===== src/rtl/pdh_pkg.sv =====
/*
 pdh_pkg: constants shared by the pin power-down and hold block.
 assumes: nothing beyond a SystemVerilog compiler.
*/
package pdh_pkg;
	// ----------------------------------------------------------------
	// reset values
	// ----------------------------------------------------------------
	localparam logic RST_SLEEP = 1'b0;
	localparam logic RST_STANDBY = 1'b0;
	// slow edge rate is the default for every output
	localparam logic RST_SLEW_FAST = 1'b0;
	localparam logic RST_PAD_OE = 1'b0;
	localparam logic RST_PAD_DATA = 1'b0;
	localparam logic RST_CELL = 1'b0;
	localparam logic RST_LEVEL = 1'b0;
	// level read from an undriven pin while the keeper is off
	localparam logic FLOAT_LEVEL = 1'b0;

	// ----------------------------------------------------------------
	// structure and timing
	// ----------------------------------------------------------------
	// cells feeding one regional foldback bus
	localparam int REGION_CELLS = 16;
	// cells that each foldback term is offered to
	localparam int FOLDBACK_FANOUT = 4;
	// quiet cycles before standby is entered
	localparam int STANDBY_IDLE_CYC = 4;
endpackage


===== src/rtl/pdh_pin_if.sv =====
/*
 pdh_pin_if: carries pad samples into the pin keeper and its held level back.
 assumes: one clock domain; the keeper module owns level.
*/
`timescale 1ns/1ns
interface pdh_pin_if #(
	parameter int N_PINS = 8
);
	logic [N_PINS-1:0] pad;
	logic [N_PINS-1:0] ext_drive;
	logic [N_PINS-1:0] level;
	logic freeze;
	logic keeper_en;

	modport keeper (
		input pad,
		input ext_drive,
		input freeze,
		input keeper_en,
		output level
	);
	modport ctrl (
		output pad,
		output ext_drive,
		output freeze,
		output keeper_en,
		input level
	);
endinterface


===== src/rtl/pdh_keeper.sv =====
/*
 pdh_keeper: per-pin input sampling with optional keeper of the last driven level.
 assumes: ext_drive tells whether someone drives the pad; synchronous inputs.
*/
`timescale 1ns/1ns
module pdh_keeper #(
	parameter int N_PINS = 8
) (
	input wire logic ref_clk_in,
	input wire logic rst_in,
	pdh_pin_if.keeper pins
);
	import pdh_pkg::*;

	logic [N_PINS-1:0] level_reg;

	// ----------------------------------------------------------------
	// level capture
	// ----------------------------------------------------------------
	// frozen while asleep
	always_ff @(posedge ref_clk_in) begin
		if (rst_in) begin
			level_reg <= {N_PINS{RST_LEVEL}};
		end else if (!pins.freeze) begin
			for (int i = 0; i < N_PINS; i++) begin
				if (pins.ext_drive[i]) begin
					level_reg[i] <= pins.pad[i];
				end else if (!pins.keeper_en) begin
					level_reg[i] <= FLOAT_LEVEL;
				end
			end
		end
	end

	assign pins.level = level_reg;
endmodule


===== src/rtl/pdh_top.sv =====
/*
 pdh_top: power-down hold, standby, per-cell reduced power, slew, keeper
 and foldback logic of a programmable logic device.
 assumes: all inputs synchronous to ref_clk_in; configuration inputs are
 static settings from the device configuration; fabric logic outside.
*/
`timescale 1ns/1ns
// What this block does
// - with power-down configured, either enabled sleep pin high puts the device asleep
// - asleep, all internal cell values and enabled outputs are held
// - asleep, pin transitions reach only the standby activity check until the sleep pin returns low
// - a designated sleep pin is never a logic input or output
// - with standby selected, no logic transitions drops the device into standby
// - each cell has its own reduced-power setting that switches it down
// - each output has its own edge rate, slow unless fast is configured
// - with keeper on, an undriven pin keeps its last driven level
// - each cell drives an inverted product term onto a shared regional bus
module pdh_top #(
	parameter int N_PINS = 8,
	parameter int N_CELLS = 16,
	parameter int SLEEP_A_IDX = 0,
	parameter int SLEEP_B_IDX = 1
) (
	input wire logic ref_clk_in,
	input wire logic rst_in,
	input wire logic cfg_pd_enable_in,
	input wire logic cfg_pd_use_a_in,
	input wire logic cfg_pd_use_b_in,
	input wire logic cfg_standby_en_in,
	input wire logic cfg_keeper_en_in,
	input wire logic [N_PINS-1:0] cfg_fast_slew_in,
	input wire logic [N_CELLS-1:0] cfg_cell_lowpwr_in,
	input wire logic [N_CELLS-1:0] cell_logic_in,
	input wire logic [N_CELLS-1:0] product_term_in,
	input wire logic [N_PINS-1:0] pin_data_in,
	input wire logic [N_PINS-1:0] pin_oe_in,
	input wire logic [N_PINS-1:0] pad_in,
	input wire logic [N_PINS-1:0] pad_ext_drive_in,
	output logic [N_PINS-1:0] pad_out,
	output logic [N_PINS-1:0] pad_oe_out,
	output logic [N_PINS-1:0] pad_fast_slew_out,
	output logic [N_PINS-1:0] pin_level_out,
	output logic [N_CELLS-1:0] cell_state_out,
	output logic [N_CELLS-1:0] cell_lowpwr_out,
	output logic [N_CELLS-1:0] foldback_bus_out,
	output logic sleep_active_out,
	output logic standby_out
);
	import pdh_pkg::*;

	localparam int CW = $clog2(STANDBY_IDLE_CYC + 1);

	if (N_PINS < 2 || SLEEP_A_IDX == SLEEP_B_IDX ||
		SLEEP_A_IDX < 0 || SLEEP_A_IDX >= N_PINS ||
		SLEEP_B_IDX < 0 || SLEEP_B_IDX >= N_PINS) begin
		$error("pdh_top: sleep pin indices must be distinct pins");
	end
	if (N_CELLS < REGION_CELLS || (N_CELLS % REGION_CELLS) != 0) begin
		$error("pdh_top: cell count must be whole regions");
	end

	function automatic logic [N_PINS-1:0] pin_bit(input int idx, input logic on);
		logic [N_PINS-1:0] m;
		m = '0;
		m[idx] = on;
		return m;
	endfunction

	// ----------------------------------------------------------------
	// sleep pin decode
	// ----------------------------------------------------------------
	logic sleep_pin_a;
	logic sleep_pin_b;
	logic sleep_now;
	logic [N_PINS-1:0] sleep_pin_mask;

	assign sleep_pin_a = cfg_pd_enable_in & cfg_pd_use_a_in & pad_in[SLEEP_A_IDX];
	assign sleep_pin_b = cfg_pd_enable_in & cfg_pd_use_b_in & pad_in[SLEEP_B_IDX];
	assign sleep_now = sleep_pin_a | sleep_pin_b;

	assign sleep_pin_mask = pin_bit(SLEEP_A_IDX, cfg_pd_enable_in & cfg_pd_use_a_in) |
		pin_bit(SLEEP_B_IDX, cfg_pd_enable_in & cfg_pd_use_b_in);

	// ----------------------------------------------------------------
	// pin keeper
	// ----------------------------------------------------------------
	pdh_pin_if #(.N_PINS(N_PINS)) pins ();

	// a sleep pin is forced to look driven low so logic never sees it
	assign pins.pad = pad_in & ~sleep_pin_mask;
	assign pins.ext_drive = pad_ext_drive_in | sleep_pin_mask;
	assign pins.freeze = sleep_now;
	assign pins.keeper_en = cfg_keeper_en_in;

	pdh_keeper #(.N_PINS(N_PINS)) u_keeper (
		.ref_clk_in(ref_clk_in),
		.rst_in(rst_in),
		.pins(pins)
	);

	assign pin_level_out = pins.level;

	// ----------------------------------------------------------------
	// cells and foldback
	// ----------------------------------------------------------------
	logic [N_CELLS-1:0] cell_state_reg;
	logic [N_CELLS-1:0] cell_lowpwr_reg;
	logic [N_CELLS-1:0] foldback_reg;

	// hold cell values; resume from them
	always_ff @(posedge ref_clk_in) begin
		if (rst_in) begin
			cell_state_reg <= {N_CELLS{RST_CELL}};
		end else if (!sleep_now) begin
			cell_state_reg <= cell_logic_in & ~cfg_cell_lowpwr_in;
		end
	end

	always_ff @(posedge ref_clk_in) begin
		if (rst_in) begin
			cell_lowpwr_reg <= '0;
		end else begin
			cell_lowpwr_reg <= cfg_cell_lowpwr_in;
		end
	end

	always_ff @(posedge ref_clk_in) begin
		if (rst_in) begin
			foldback_reg <= {N_CELLS{~RST_CELL}};
		end else if (!sleep_now) begin
			foldback_reg <= ~product_term_in;
		end
	end

	assign cell_state_out = cell_state_reg;
	assign cell_lowpwr_out = cell_lowpwr_reg;
	assign foldback_bus_out = foldback_reg;

	// ----------------------------------------------------------------
	// output pads
	// ----------------------------------------------------------------
	logic [N_PINS-1:0] pad_out_reg;
	logic [N_PINS-1:0] pad_oe_reg;
	logic [N_PINS-1:0] slew_reg;

	always_ff @(posedge ref_clk_in) begin
		if (rst_in) begin
			pad_out_reg <= {N_PINS{RST_PAD_DATA}};
			pad_oe_reg <= {N_PINS{RST_PAD_OE}};
		end else if (!sleep_now) begin
			pad_out_reg <= pin_data_in & ~sleep_pin_mask;
			pad_oe_reg <= pin_oe_in & ~sleep_pin_mask;
		end
	end

	always_ff @(posedge ref_clk_in) begin
		if (rst_in) begin
			slew_reg <= {N_PINS{RST_SLEW_FAST}};
		end else begin
			slew_reg <= cfg_fast_slew_in;
		end
	end

	assign pad_out = pad_out_reg;
	assign pad_oe_out = pad_oe_reg;
	assign pad_fast_slew_out = slew_reg;

	// ----------------------------------------------------------------
	// sleep and standby status
	// ----------------------------------------------------------------
	logic sleep_reg;
	logic standby_reg;
	logic [CW-1:0] idle_cnt_reg;
	logic [N_PINS-1:0] pad_prev_reg;
	logic activity;

	// any change on awake cells or pads counts as a logic transition;
	// a switched-down cell never toggles, so its fabric input must not block standby
	assign activity = ((cell_logic_in & ~cfg_cell_lowpwr_in) != cell_state_reg) |
		(pad_in != pad_prev_reg);

	always_ff @(posedge ref_clk_in) begin
		if (rst_in) begin
			sleep_reg <= RST_SLEEP;
			pad_prev_reg <= '0;
		end else begin
			sleep_reg <= sleep_now;
			pad_prev_reg <= pad_in;
		end
	end

	always_ff @(posedge ref_clk_in) begin
		if (rst_in) begin
			idle_cnt_reg <= '0;
			standby_reg <= RST_STANDBY;
		end else if (!cfg_standby_en_in || activity) begin
			idle_cnt_reg <= '0;
			standby_reg <= 1'b0;
		end else begin
			if (idle_cnt_reg != CW'(STANDBY_IDLE_CYC)) begin
				idle_cnt_reg <= idle_cnt_reg + CW'(1);
			end
			standby_reg <= (idle_cnt_reg >= CW'(STANDBY_IDLE_CYC - 1));
		end
	end

	assign sleep_active_out = sleep_reg;
	assign standby_out = standby_reg;
endmodule

===== config.mk =====
export PLATFORM = sky130hd
export DESIGN_NAME = pdh_top
export DESIGN_NICKNAME = d
export VERILOG_FILES = /design/src/rtl/pdh_pkg.sv /design/src/rtl/pdh_pin_if.sv /design/src/rtl/pdh_keeper.sv /design/src/rtl/pdh_top.sv
export SDC_FILE = /design/constraint.sdc
export NUM_CORES = 1
export LEC_CHECK = 0
export ABC_AREA = 1
export BUFFER_PORTS_ARGS = -buffer_cell sky130_fd_sc_hd__buf_2
export CAP_MARGIN = 20
export CORE_ASPECT_RATIO = 1.2
export CORE_MARGIN = 1.5
export CORE_UTILIZATION = 35
export DETAILED_ROUTE_END_ITERATION = 16
export HOLD_SLACK_MARGIN = 0.12
export SLEW_MARGIN = 20
export SYNTH_ARGS = -nofsm -noshare
export SYNTH_HDL_FRONTEND = slang
export SYNTH_HIERARCHICAL = 1
export SYNTH_SLANG_ARGS = --single-unit

===== constraint.sdc =====
create_clock -name ref_clk_in -period 1.54 [get_ports ref_clk_in]
set_clock_uncertainty 0.05 [all_clocks]
set_input_delay 0.308 -clock ref_clk_in [delete_from_list [all_inputs] [get_ports ref_clk_in]]
set_output_delay 0.308 -clock ref_clk_in [all_outputs]
set_load 0.05 [all_outputs]

==> flow_summary_export.csv, run 1 <==
group,metric,value,unit
critical_path,crit_chain,"buf_2",
critical_path,crit_path_end_kind,"output port",
synthesis,synth_top_cell_by_area,"dfxtp_1",
floorplanning,die_y,115.9,µm
placement,postPlaceCellArea,4741,µm²
drt,remaining_drc_errors,0,
cells_and_area,final_area,5260,µm²
drt,routed-wl-met3,639,µm
drt,routed.top_layer,"met4",
min_path,hp-start,"cfg_cell_lowpwr_in[13]",
synthesis,synthFlopType,"dfxtp_1",
clocking,cts_max_level,3,
grt,track_usage,17.31,%
synthesis,ys_ff_latch,93,
synthesis,synth_nets,607,
clocking,path_clk_slew,0.07,ns
drt,ant_nets,0,
critical_path,slowest_delay,0.40,ns
timing,tightestPinTransition,0.3107,ns
critical_path,critPathKind,"reg2out",
drt,wl_per_cell,11.77,µm
floorplanning,start_util,35.67,%
power,power,6.060,mW
synthesis,async_reset_ff_share,0,%
power,vdd_ir_drop_max,0.4916,mV
cells_and_area,syn2layout_area_growth,41.60,%
power,leakage,2.779,nW
grt,grt_overflow,0,
timing,timing.fmax,716.4,MHz
drt,viasPerCell,4.364,
clocking,holdBufCountCts,23,
critical_path,worstPathArrival,1.04,ns
clocking,clock_sinks,93,
min_path,hold_end,"cell_lowpwr_out[13]$_SDFF_PP0_",
synthesis,yosys.area.top_type_share,50.12,%
synthesis,ys_types,25,
floorplanning,core,10410,µm²
clocking,root_buffer,"clkbuf_16",
clocking,cts_made_buffers,9,
timing,rsz0062_at_grt,"no",
clocking,tritoncts,"yes",
critical_path,cp.required,1.18,ns
timing,maxSlewHeadroom,79.07,%
critical_path,worst_path_dominant_cell_family,"flip-flops",
drt,routed-wl-met2,4987,µm
placement,pre_cts_ws,0.002883,ns
critical_path,reg2reg_depth,7,
placement,hpwl,7274,µm
floorplanning,num_rows,41,
floorplanning,die_w,97.05,µm
clocking,post-cts-setup-buffers,0,
grt,grt_pass1_wl,15660,µm
critical_path,startpoint_type,"register",
placement,gp_congestion,0.7953,
synthesis,synth_most_common_cell,"nor2_1",
cells_and_area,drive_above_1_share,29.35,%
timing,period_share,90.64,%
placement,portBuffers,176,
min_path,hold_class,"in2reg",
synthesis,syn_area,3715,µm²
critical_path,reg2reg_setup_slack,0.26,ns
grt,antenna_found_initial,1,
floorplanning,die_area,11240,µm²
min_path,worstHoldPathCells,3,
drt,vias,3679,
power,p_per_area,1152,nW/µm²
critical_path,worst-path-buf-inv,1,
critical_path,r2r-start,"cell_state_out[5]$_SDFFE_PP0N_",
clocking,clk_path_buf_depth,2,
timing,postLayoutSetupSlackWorst,0.1442,ns
synthesis,ys_seq_area_share,50.12,%
drt,drt_iter0_drc,80,
clocking,clk_latency,0.34,ns
outcome,status,"completed",
critical_path,slowest_stage,"dfxtp_1",
drt,routed_wl,9920,µm
grt,grt_pass1_vias,3390,
flow_run,cap_violations,0,
drt,firstDrtPassIters,4,
synthesis,synth_area_per_cell,7.298,µm²
floorplanning,ios,177,
synthesis,synth_cells,509,
timing,period_minus_slack,1.396,ns
timing,slew_viol_final,0,
timing,setup_tns,0,ns
grt,grt_max_degree,59,
critical_path,cp_max_fo,4,
cells_and_area,fin_nets,805,
synthesis,synth_area_leaders,"dfxtp_1 (50%), nor2_1 (12%), nand2_1 (8.0%)",
synthesis,synth_commonest_cells,"nor2_1 (114), dfxtp_1 (93), nand2_1 (79), inv_1 (76), o21ai_0 (50)",
timing,hold_violations,0,
drt,wl_met1,4152,µm
clocking,post_cts_resized,0,
critical_path,critPathLaunch,"cell_state_out[1]$_SDFFE_PP0N_",
synthesis,synth_edf_count,0,
critical_path,r2r_end,"idle_cnt_reg[0]$_SDFFE_PP0P_",
timing,finalSetupViolations,0,
synthesis,yosysWarnings,6,
-- cells in the final DEF, fill, tap and decap left out, types with 2 or more instances in the layout --
master | netlist | layout
clkinvlp_4 | 0 | 2
buf_4 | 1 | 4
inv_2 | 3 | 3
buf_2 | 7 | 176
buf_12 | 0 | 3
nand3b_1 | 15 | 15
or2_2 | 2 | 2
ha_1 | 3 | 3
dfxtp_1 | 93 | 93
inv_1 | 76 | 76
nor2_1 | 114 | 114
diode_2 | 0 | 2
xor2_1 | 3 | 3
clkbuf_16 | 0 | 9
inv_6 | 0 | 3
dlygate4sd3_1 | 0 | 23
clkinv_4 | 0 | 2
o21ai_0 | 50 | 50
a21oi_1 | 36 | 36
nand3_1 | 5 | 5
o21ai_1 | 4 | 4
nand2_1 | 79 | 79
-- power breakdown --
| part | switching (mW) | total (mW) | internal (mW) |
|---|---|---|---|
| logic | 0.914 | 1.31 | 0.396 |
| registers | 0.0782 | 2.64 | 2.56 |
| clock network | 0.992 | 2.11 | 1.12 |
| total | 1.98 | 6.06 | 4.08 |
-- metrics by stage --
stage	instances	util (%)	hold WS, ns
2_1_floorplan	509	-	0.3650
3_3_place_gp	802	45.52	0.3982
3_5_place_dp	802	45.52	0.4017
4_1_cts	841	50.46	0.1238
5_1_grt	842	50.49	0.1337
6_report	843	50.51	0.1309
-- per-layer routing --
layer / vias up / track usage [%]
met3: 11 / 5.308
met1: 1614 / 20.08
met2: 94 / 29.70
met4: 0 / 7.633
met5: - / 0
li1: 1960 / -
-- layout make-up --
cell class	count	area, µm²
well taps	129	161.4
inverters	80	301.5
multi-input cells	317	1445
clock buffers	9	225.2
fillers	1047	5154
clock inverters	7	58.81
diodes	2	5.005
repair buffers	206	1201
flip-flops and latches	93	1862
-- cells by family (layout without fill, tap and decap cells) --
| logic type | count (synthesis) | in the layout | synth area share (%) |
|---|---|---|---|
| adders and majority gates | 3 | 3 | 1.011 |
| and+or+nand+nor | 220 | 220 | 24.86 |
| xor gates and xnor gates | 3 | 3 | 0.7074 |
| buffers and inverters | 99 | 302 | 10.98 |
| other | 0 | 2 | 0 |
| AOI/OAI and AO/OA | 91 | 91 | 12.33 |
| DFF | 93 | 93 | 50.12 |
-- worst register-to-register path, stage by stage (launching register included) --
cell and delay [ns]:
dfxtp_1 0.37, nand3b_1 0.19, nand2_1 0.07, nor2_1 0.12, nand2_1 0.06, nor2_1 0.13
nand3_2 0.13, nor2_1 0.10
-- worst max path at each step --
| stage | end | cells past startpoint | slack (ns) |
|---|---|---|---|
| 2_1_floorplan | idle_cnt_reg[0]$_SDFFE_PP0P_ | 7 | 0.13 |
| 3_3_place_gp | u_keeper/pins.level[6]$_SDFFE_PP0P_ | 10 | 0.06 |
| 3_5_place_dp | u_keeper/pins.level[3]$_SDFFE_PP0P_ | 10 | 0.003 |
| 4_1_cts | cell_state_out[1] | 1 | 0.13 |
| 5_1_grt | idle_cnt_reg[0]$_SDFFE_PP0P_ | 7 | 0.11 |
| 6_report | cell_state_out[1] | 1 | 0.14 |
No activity file was read; power rests on OpenSTA's default activity.
==> inputs of run 2 (changes only) <==
--- a/config.mk
+++ b/config.mk
@@ -9,9 +9,9 @@
 export BUFFER_PORTS_ARGS = -buffer_cell sky130_fd_sc_hd__buf_2
 export CAP_MARGIN = 20
 export CORE_ASPECT_RATIO = 1.2
-export CORE_MARGIN = 1.5
 export CORE_UTILIZATION = 35
 export DETAILED_ROUTE_END_ITERATION = 16
+export GPL_TIMING_DRIVEN = 1
 export HOLD_SLACK_MARGIN = 0.12
 export SLEW_MARGIN = 20
 export SYNTH_ARGS = -nofsm -noshare
==> run 2 against run 1 <==
Against the previous run: design area fell by 0.43%; core utilization rose by 1.0 points; largest power group unchanged; critical path depth did not move; highest routed layer unchanged.
==> flow_summary_export.csv, run 2 (synthesis gave the netlist of run 1 again) <==
group,metric,value,unit
critical_path,critPathKind,"reg2out",
drt,vias,3759,
critical_path,r2r_end,"standby_out$_SDFF_PP0_",
critical_path,r2r-start,"cell_state_out[5]$_SDFFE_PP0N_",
power,seq_power_share,43.5,%
clocking,tritoncts,"yes",
cells_and_area,fin_nets,804,
cells_and_area,regArea,1862,µm²
timing,timing.fmax,728.4,MHz
power,p_int,4.078,mW
drt,viasPerCell,4.491,
power,clkPwrFrac,34.9,%
power,leakage,2.776,nW
clocking,clk_path_buf_depth,2,
timing,period_minus_slack,1.373,ns
power,p_switching,1.999,mW
floorplanning,num_rows,40,
cells_and_area,multi_input_area,1445,µm²
cells_and_area,filler_cell_count,1030,
drt,firstDrtPassIters,4,
cells_and_area,antenna_cells,0,
critical_path,reg2reg_depth,7,
floorplanning,core,10160,µm²
outcome,status,"completed",
critical_path,slowest_stage,"dfxtp_1",
timing,postLayoutSetupSlackWorst,0.1671,ns
grt,grt_pass1_vias,3540,
critical_path,worst-path-buf-inv,1,
placement,pre_cts_ws,0.01858,ns
grt,grt_pass1_wl,15710,µm
cells_and_area,drive_above_1_share,29.54,%
clocking,post-cts-setup-buffers,0,
critical_path,worst_path_dominant_cell_family,"flip-flops",
min_path,hold_end,"foldback_bus_out[12]$_SDFFE_PP1N_",
clocking,clk_latency,0.33,ns
power,vdd_ir_drop_max,0.5927,mV
min_path,hp-start,"product_term_in[12]",
grt,antenna_found_initial,0,
floorplanning,die_y,114.9,µm
drt,drt_iter0_drc,87,
drt,routed_wl,10070,µm
timing,setup_tns,0,ns
timing,hold_violations,0,
flow_run,cap_violations,0,
critical_path,cp_max_fo,4,
floorplanning,start_util,36.56,%
floorplanning,die_w,96.05,µm
clocking,cts_made_buffers,9,
timing,rsz0062_at_grt,"no",
power,pwr-share-comb,21.6,%
clocking,cts_max_level,3,
timing,tightestPinTransition,0.3221,ns
critical_path,slowest_delay,0.38,ns
grt,track_usage,18.52,%
placement,portBuffers,176,
placement,hpwl,7399,µm
placement,gp_congestion,0.7460,
cells_and_area,layout_commonest_cell,"buf_2",
cells_and_area,most-common-layout-cells,"buf_2 (176), nor2_1 (114), dfxtp_1 (93)",
critical_path,startpoint_type,"register",
critical_path,worstPathArrival,1.01,ns
floorplanning,ios,177,
floorplanning,die_area,11030,µm²
clocking,root_buffer,"clkbuf_16",
drt,ant_nets,0,
power,swShare,32.89,%
timing,slew_viol_final,0,
clocking,path_clk_slew,0.07,ns
drt,wl_per_cell,12.03,µm
critical_path,crit_path_end_kind,"output port",
timing,finalSetupViolations,0,
power,p_per_area,1160,nW/µm²
min_path,worstHoldPathCells,2,
clocking,clock_sinks,93,
drt,remaining_drc_errors,0,
critical_path,cp.required,1.18,ns
critical_path,crit_chain,"buf_2",
critical_path,reg2reg_setup_slack,0.29,ns
grt,grt_max_degree,58,
timing,period_share,89.15,%
cells_and_area,syn2layout_area_growth,40.99,%
min_path,hold_class,"in2reg",
grt,grt_overflow,0,
timing,maxSlewHeadroom,78.52,%
run 2: power by group through the flow:
stage	clock network [mW]	registers (mW)	logic, mW
global route	2.26	2.66	1.42
global placement	0	2.69	1.26
finish	2.12	2.64	1.31
floorplan	0	3.20	0.378
detailed placement	0	2.70	1.28
CTS	2.17	2.64	1.32
run 2: per-layer routing:
layer / vias to the layer above / GRT usage [%] / part of all wire, %
met1: 1678 / 21.54 / 41
met3: 18 / 4.299 / 6.0
met2: 109 / 32.15 / 50
li1: 1954 / - / -
met4: 0 / 7.861 / 2.1
met5: - / 0 / 0
run 2: through the flow:
step                hold slack [ns]  utilization (%)  total power, mW  cells  instance area, µm²
global placement             0.3962            46.70            3.952    800                4745
global route                 0.1259            51.55            6.339    837                5238
detailed placement           0.4034            46.70            3.972    800                4745
finish                       0.1284            51.55            6.077    837                5238
CTS                          0.1223            51.55            6.135    837                5238
floorplan                    0.3650                -            3.582    509                3715
run 2: final cells by class:
cell class / count / area share [%]
sequential: 93 / 35.55
clock inverter: 7 / 1.099
tap: 126 / 3.010
multi-input combinational: 317 / 27.59
timing repair buffer: 205 / 22.69
inverter: 80 / 5.757
clock buffer: 9 / 4.300
run 2: worst max-delay path by stage:
stage,start,endpoint,slack (ns),cells after the start
2_1_floorplan,cell_state_out[9]$_SDFFE_PP0N_,idle_cnt_reg[0]$_SDFFE_PP0P_,0.13,7
3_3_place_gp,cfg_pd_enable_in,u_keeper/pins.level[6]$_SDFFE_PP0P_,0.09,10
3_5_place_dp,cfg_pd_enable_in,u_keeper/pins.level[3]$_SDFFE_PP0P_,0.02,10
4_1_cts,cell_state_out[0]$_SDFFE_PP0N_,cell_state_out[0],0.14,1
5_1_grt,cell_state_out[4]$_SDFFE_PP0N_,cell_state_out[4],0.12,1
6_report,cell_state_out[0]$_SDFFE_PP0N_,cell_state_out[0],0.17,1
run 2: repair_timing:
action | in CTS | in global routing
hold buffers | 21 | 0
gates resized for setup | 0 | 0
endpoints found under the hold margin | 21 | 0
==> inputs of run 3 (changes only) <==
--- a/config.mk
+++ b/config.mk
@@ -7,9 +7,10 @@
 export LEC_CHECK = 0
 export ABC_AREA = 1
 export BUFFER_PORTS_ARGS = -buffer_cell sky130_fd_sc_hd__buf_2
-export CAP_MARGIN = 20
+export CAP_MARGIN = 0
 export CORE_ASPECT_RATIO = 1.2
 export CORE_UTILIZATION = 35
+export CTS_BUF_LIST = sky130_fd_sc_hd__clkbuf_8
 export DETAILED_ROUTE_END_ITERATION = 16
 export GPL_TIMING_DRIVEN = 1
 export HOLD_SLACK_MARGIN = 0.12
==> run 3 against run 2 <==
Against the previous run: clock power down 26%; worst setup slack got worse by 0.13 ns; global-route usage is 0.75 points higher; non-clock buffer count increased by 19; largest cell class unchanged.
==> flow_summary_export.csv, run 3 (synthesis gave the netlist of run 1 again) <==
group,metric,value,unit
timing,setup_tns,0,ns
grt,antenna_found_initial,0,
critical_path,cp.required,1.80,ns
grt,grt_pass1_vias,3679,
grt,grt_overflow,0,
flow_run,cap_violations,0,
timing,slew_viol_final,0,
cells_and_area,antenna_cells,0,
floorplanning,start_util,36.56,%
cells_and_area,layout_commonest_cell,"buf_2",
drt,ant_nets,0,
timing,maxSlewHeadroom,78.12,%
critical_path,worst-path-buf-inv,3,
cells_and_area,most-common-layout-cells,"buf_2 (169), nor2_1 (109), dfxtp_1 (93)",
placement,gp_congestion,0.7460,
drt,firstDrtPassIters,5,
power,vdd_ir_drop_max,0.5767,mV
timing,timing.fmax,666.7,MHz
floorplanning,die_y,114.9,µm
cells_and_area,fin_nets,823,
drt,vias,3859,
grt,track_usage,19.27,%
drt,viasPerCell,4.508,
cells_and_area,multi_input_area,1509,µm²
drt,routed_wl,10550,µm
critical_path,critPathKind,"in2reg",
timing,finalSetupViolations,0,
placement,hpwl,7399,µm
drt,wl_per_cell,12.32,µm
cells_and_area,regArea,1862,µm²
clocking,clk_latency,0.36,ns
critical_path,worst_path_dominant_cell_family,"buffers and inverters",
timing,tightestPinTransition,0.3282,ns
timing,holdWs,0.1405,ns
clocking,tritoncts,"yes",
clocking,cts_made_buffers,9,
critical_path,slowest_delay,0.54,ns
min_path,hp-start,"pin_oe_in[5]",
critical_path,worstPathArrival,1.76,ns
critical_path,crit_chain,"dlygate4sd3_1 > buf_2 > inv_2 > nand2_2 > nand2_2 > o21ai_2 > nor2_1 > nand2_1 > nor2_2 > nand3_2 > nor2_2",
clocking,path_clk_slew,0.10,ns
critical_path,r2r-start,"cell_state_out[5]$_SDFFE_PP0N_",
critical_path,slowest_stage,"dlygate4sd3_1",
critical_path,crit_cells,11,
critical_path,critPathLaunch,"cfg_cell_lowpwr_in[13]",
floorplanning,die_area,11030,µm²
critical_path,reg2reg_depth,7,
floorplanning,die_w,96.05,µm
min_path,hold_class,"in2reg",
critical_path,cp_max_fo,4,
clocking,clk_path_buf_depth,2,
placement,portBuffers,176,
floorplanning,core,10160,µm²
critical_path,crit_path_end_kind,"register",
drt,remaining_drc_errors,0,
floorplanning,ios,177,
grt,grt_max_degree,58,
drt,drt_iter0_drc,110,
clocking,clock_sinks,93,
outcome,status,"completed",
timing,period_minus_slack,1.500,ns
min_path,worstHoldPathCells,3,
clocking,root_buffer,"clkbuf_8",
floorplanning,num_rows,40,
power,leakage,2.816,nW
timing,period_share,97.40,%
timing,hold_violations,0,
critical_path,startpoint_type,"input pin",
cells_and_area,drive_above_1_share,33.01,%
cells_and_area,filler_cell_count,1027,
clocking,cts_max_level,3,
grt,grt_pass1_wl,16300,µm
cells_and_area,syn2layout_area_growth,45.64,%
power,p_per_area,1032,nW/µm²
-- run 3: cell types whose count changed in the layout (fill, tap and decap cells not counted), moves of 10 or more --
cell,delta
dlygate4sd3_1,+20
nand2_1,-14
nand2_2,+13
inv_1,-10
inv_2,+10
-- run 3: path summary, 6_finish.rpt --
| check | endpoint | slack (ns) |
|---|---|---|
| hold reg to reg | foldback_bus_out[1]$_SDFFE_PP1N_ | 0.42 |
| setup reg to reg | standby_out$_SDFF_PP0_ | 0.26 |
| setup / recovery | standby_out$_SDFF_PP0_ | 0.04 |
| hold / removal | pad_oe_out[5]$_SDFFE_PP0N_ | 0.14 |
-- run 3: timing repair --
action | CTS | global route
hold buffers | 41 | 0
setup buffers | 0 | 6
resized for setup | 0 | 38
setup endpoints to repair | 0 | 4
hold endpoints to repair | 41 | 0
-- run 3: report_power, final --
part	switching [mW]	internal [mW]	total, mW
Sequential	0.0807	2.56	2.64
Combinational	0.944	0.440	1.38
Clock	0.943	0.613	1.56
Total	1.97	3.62	5.58
-- run 3: worst min-delay path, cell delays in order --
cell and delay (ns):
buf_2 0.07, o21ai_0 0.07, nor2_1 0.07
-- run 3: metrics by stage --
stage	util [%]	total power [mW]	worst slack [ns]	instance area (µm²)	instances
global route	53.25	5.851	-0.007138	5410	856
detailed placement	46.70	3.972	0.01858	4745	800
CTS	52.52	5.607	0.009322	5336	857
global placement	46.70	3.952	0.09068	4745	800
finish	53.25	5.583	0.03997	5410	856
floorplan	-	3.582	0.1327	3715	509
-- run 3: final cells by class --
type	instances	share of cell area, %
inverter	80	5.574
clock inverter	7	1.064
clock buffer	9	2.290
tap	126	2.914
sequential	93	34.41
multi-input combinational	317	27.89
timing repair buffer	224	25.86
-- run 3: routing by layer --
layer / wire, µm / GRT usage (%) / vias up
met5: 0 / 0 / -
met4: 272 / 9.154 / 0
met3: 598 / 4.497 / 26
met2: 5410 / 33.57 / 114
met1: 4268 / 21.88 / 1727
li1: - / - / 1992
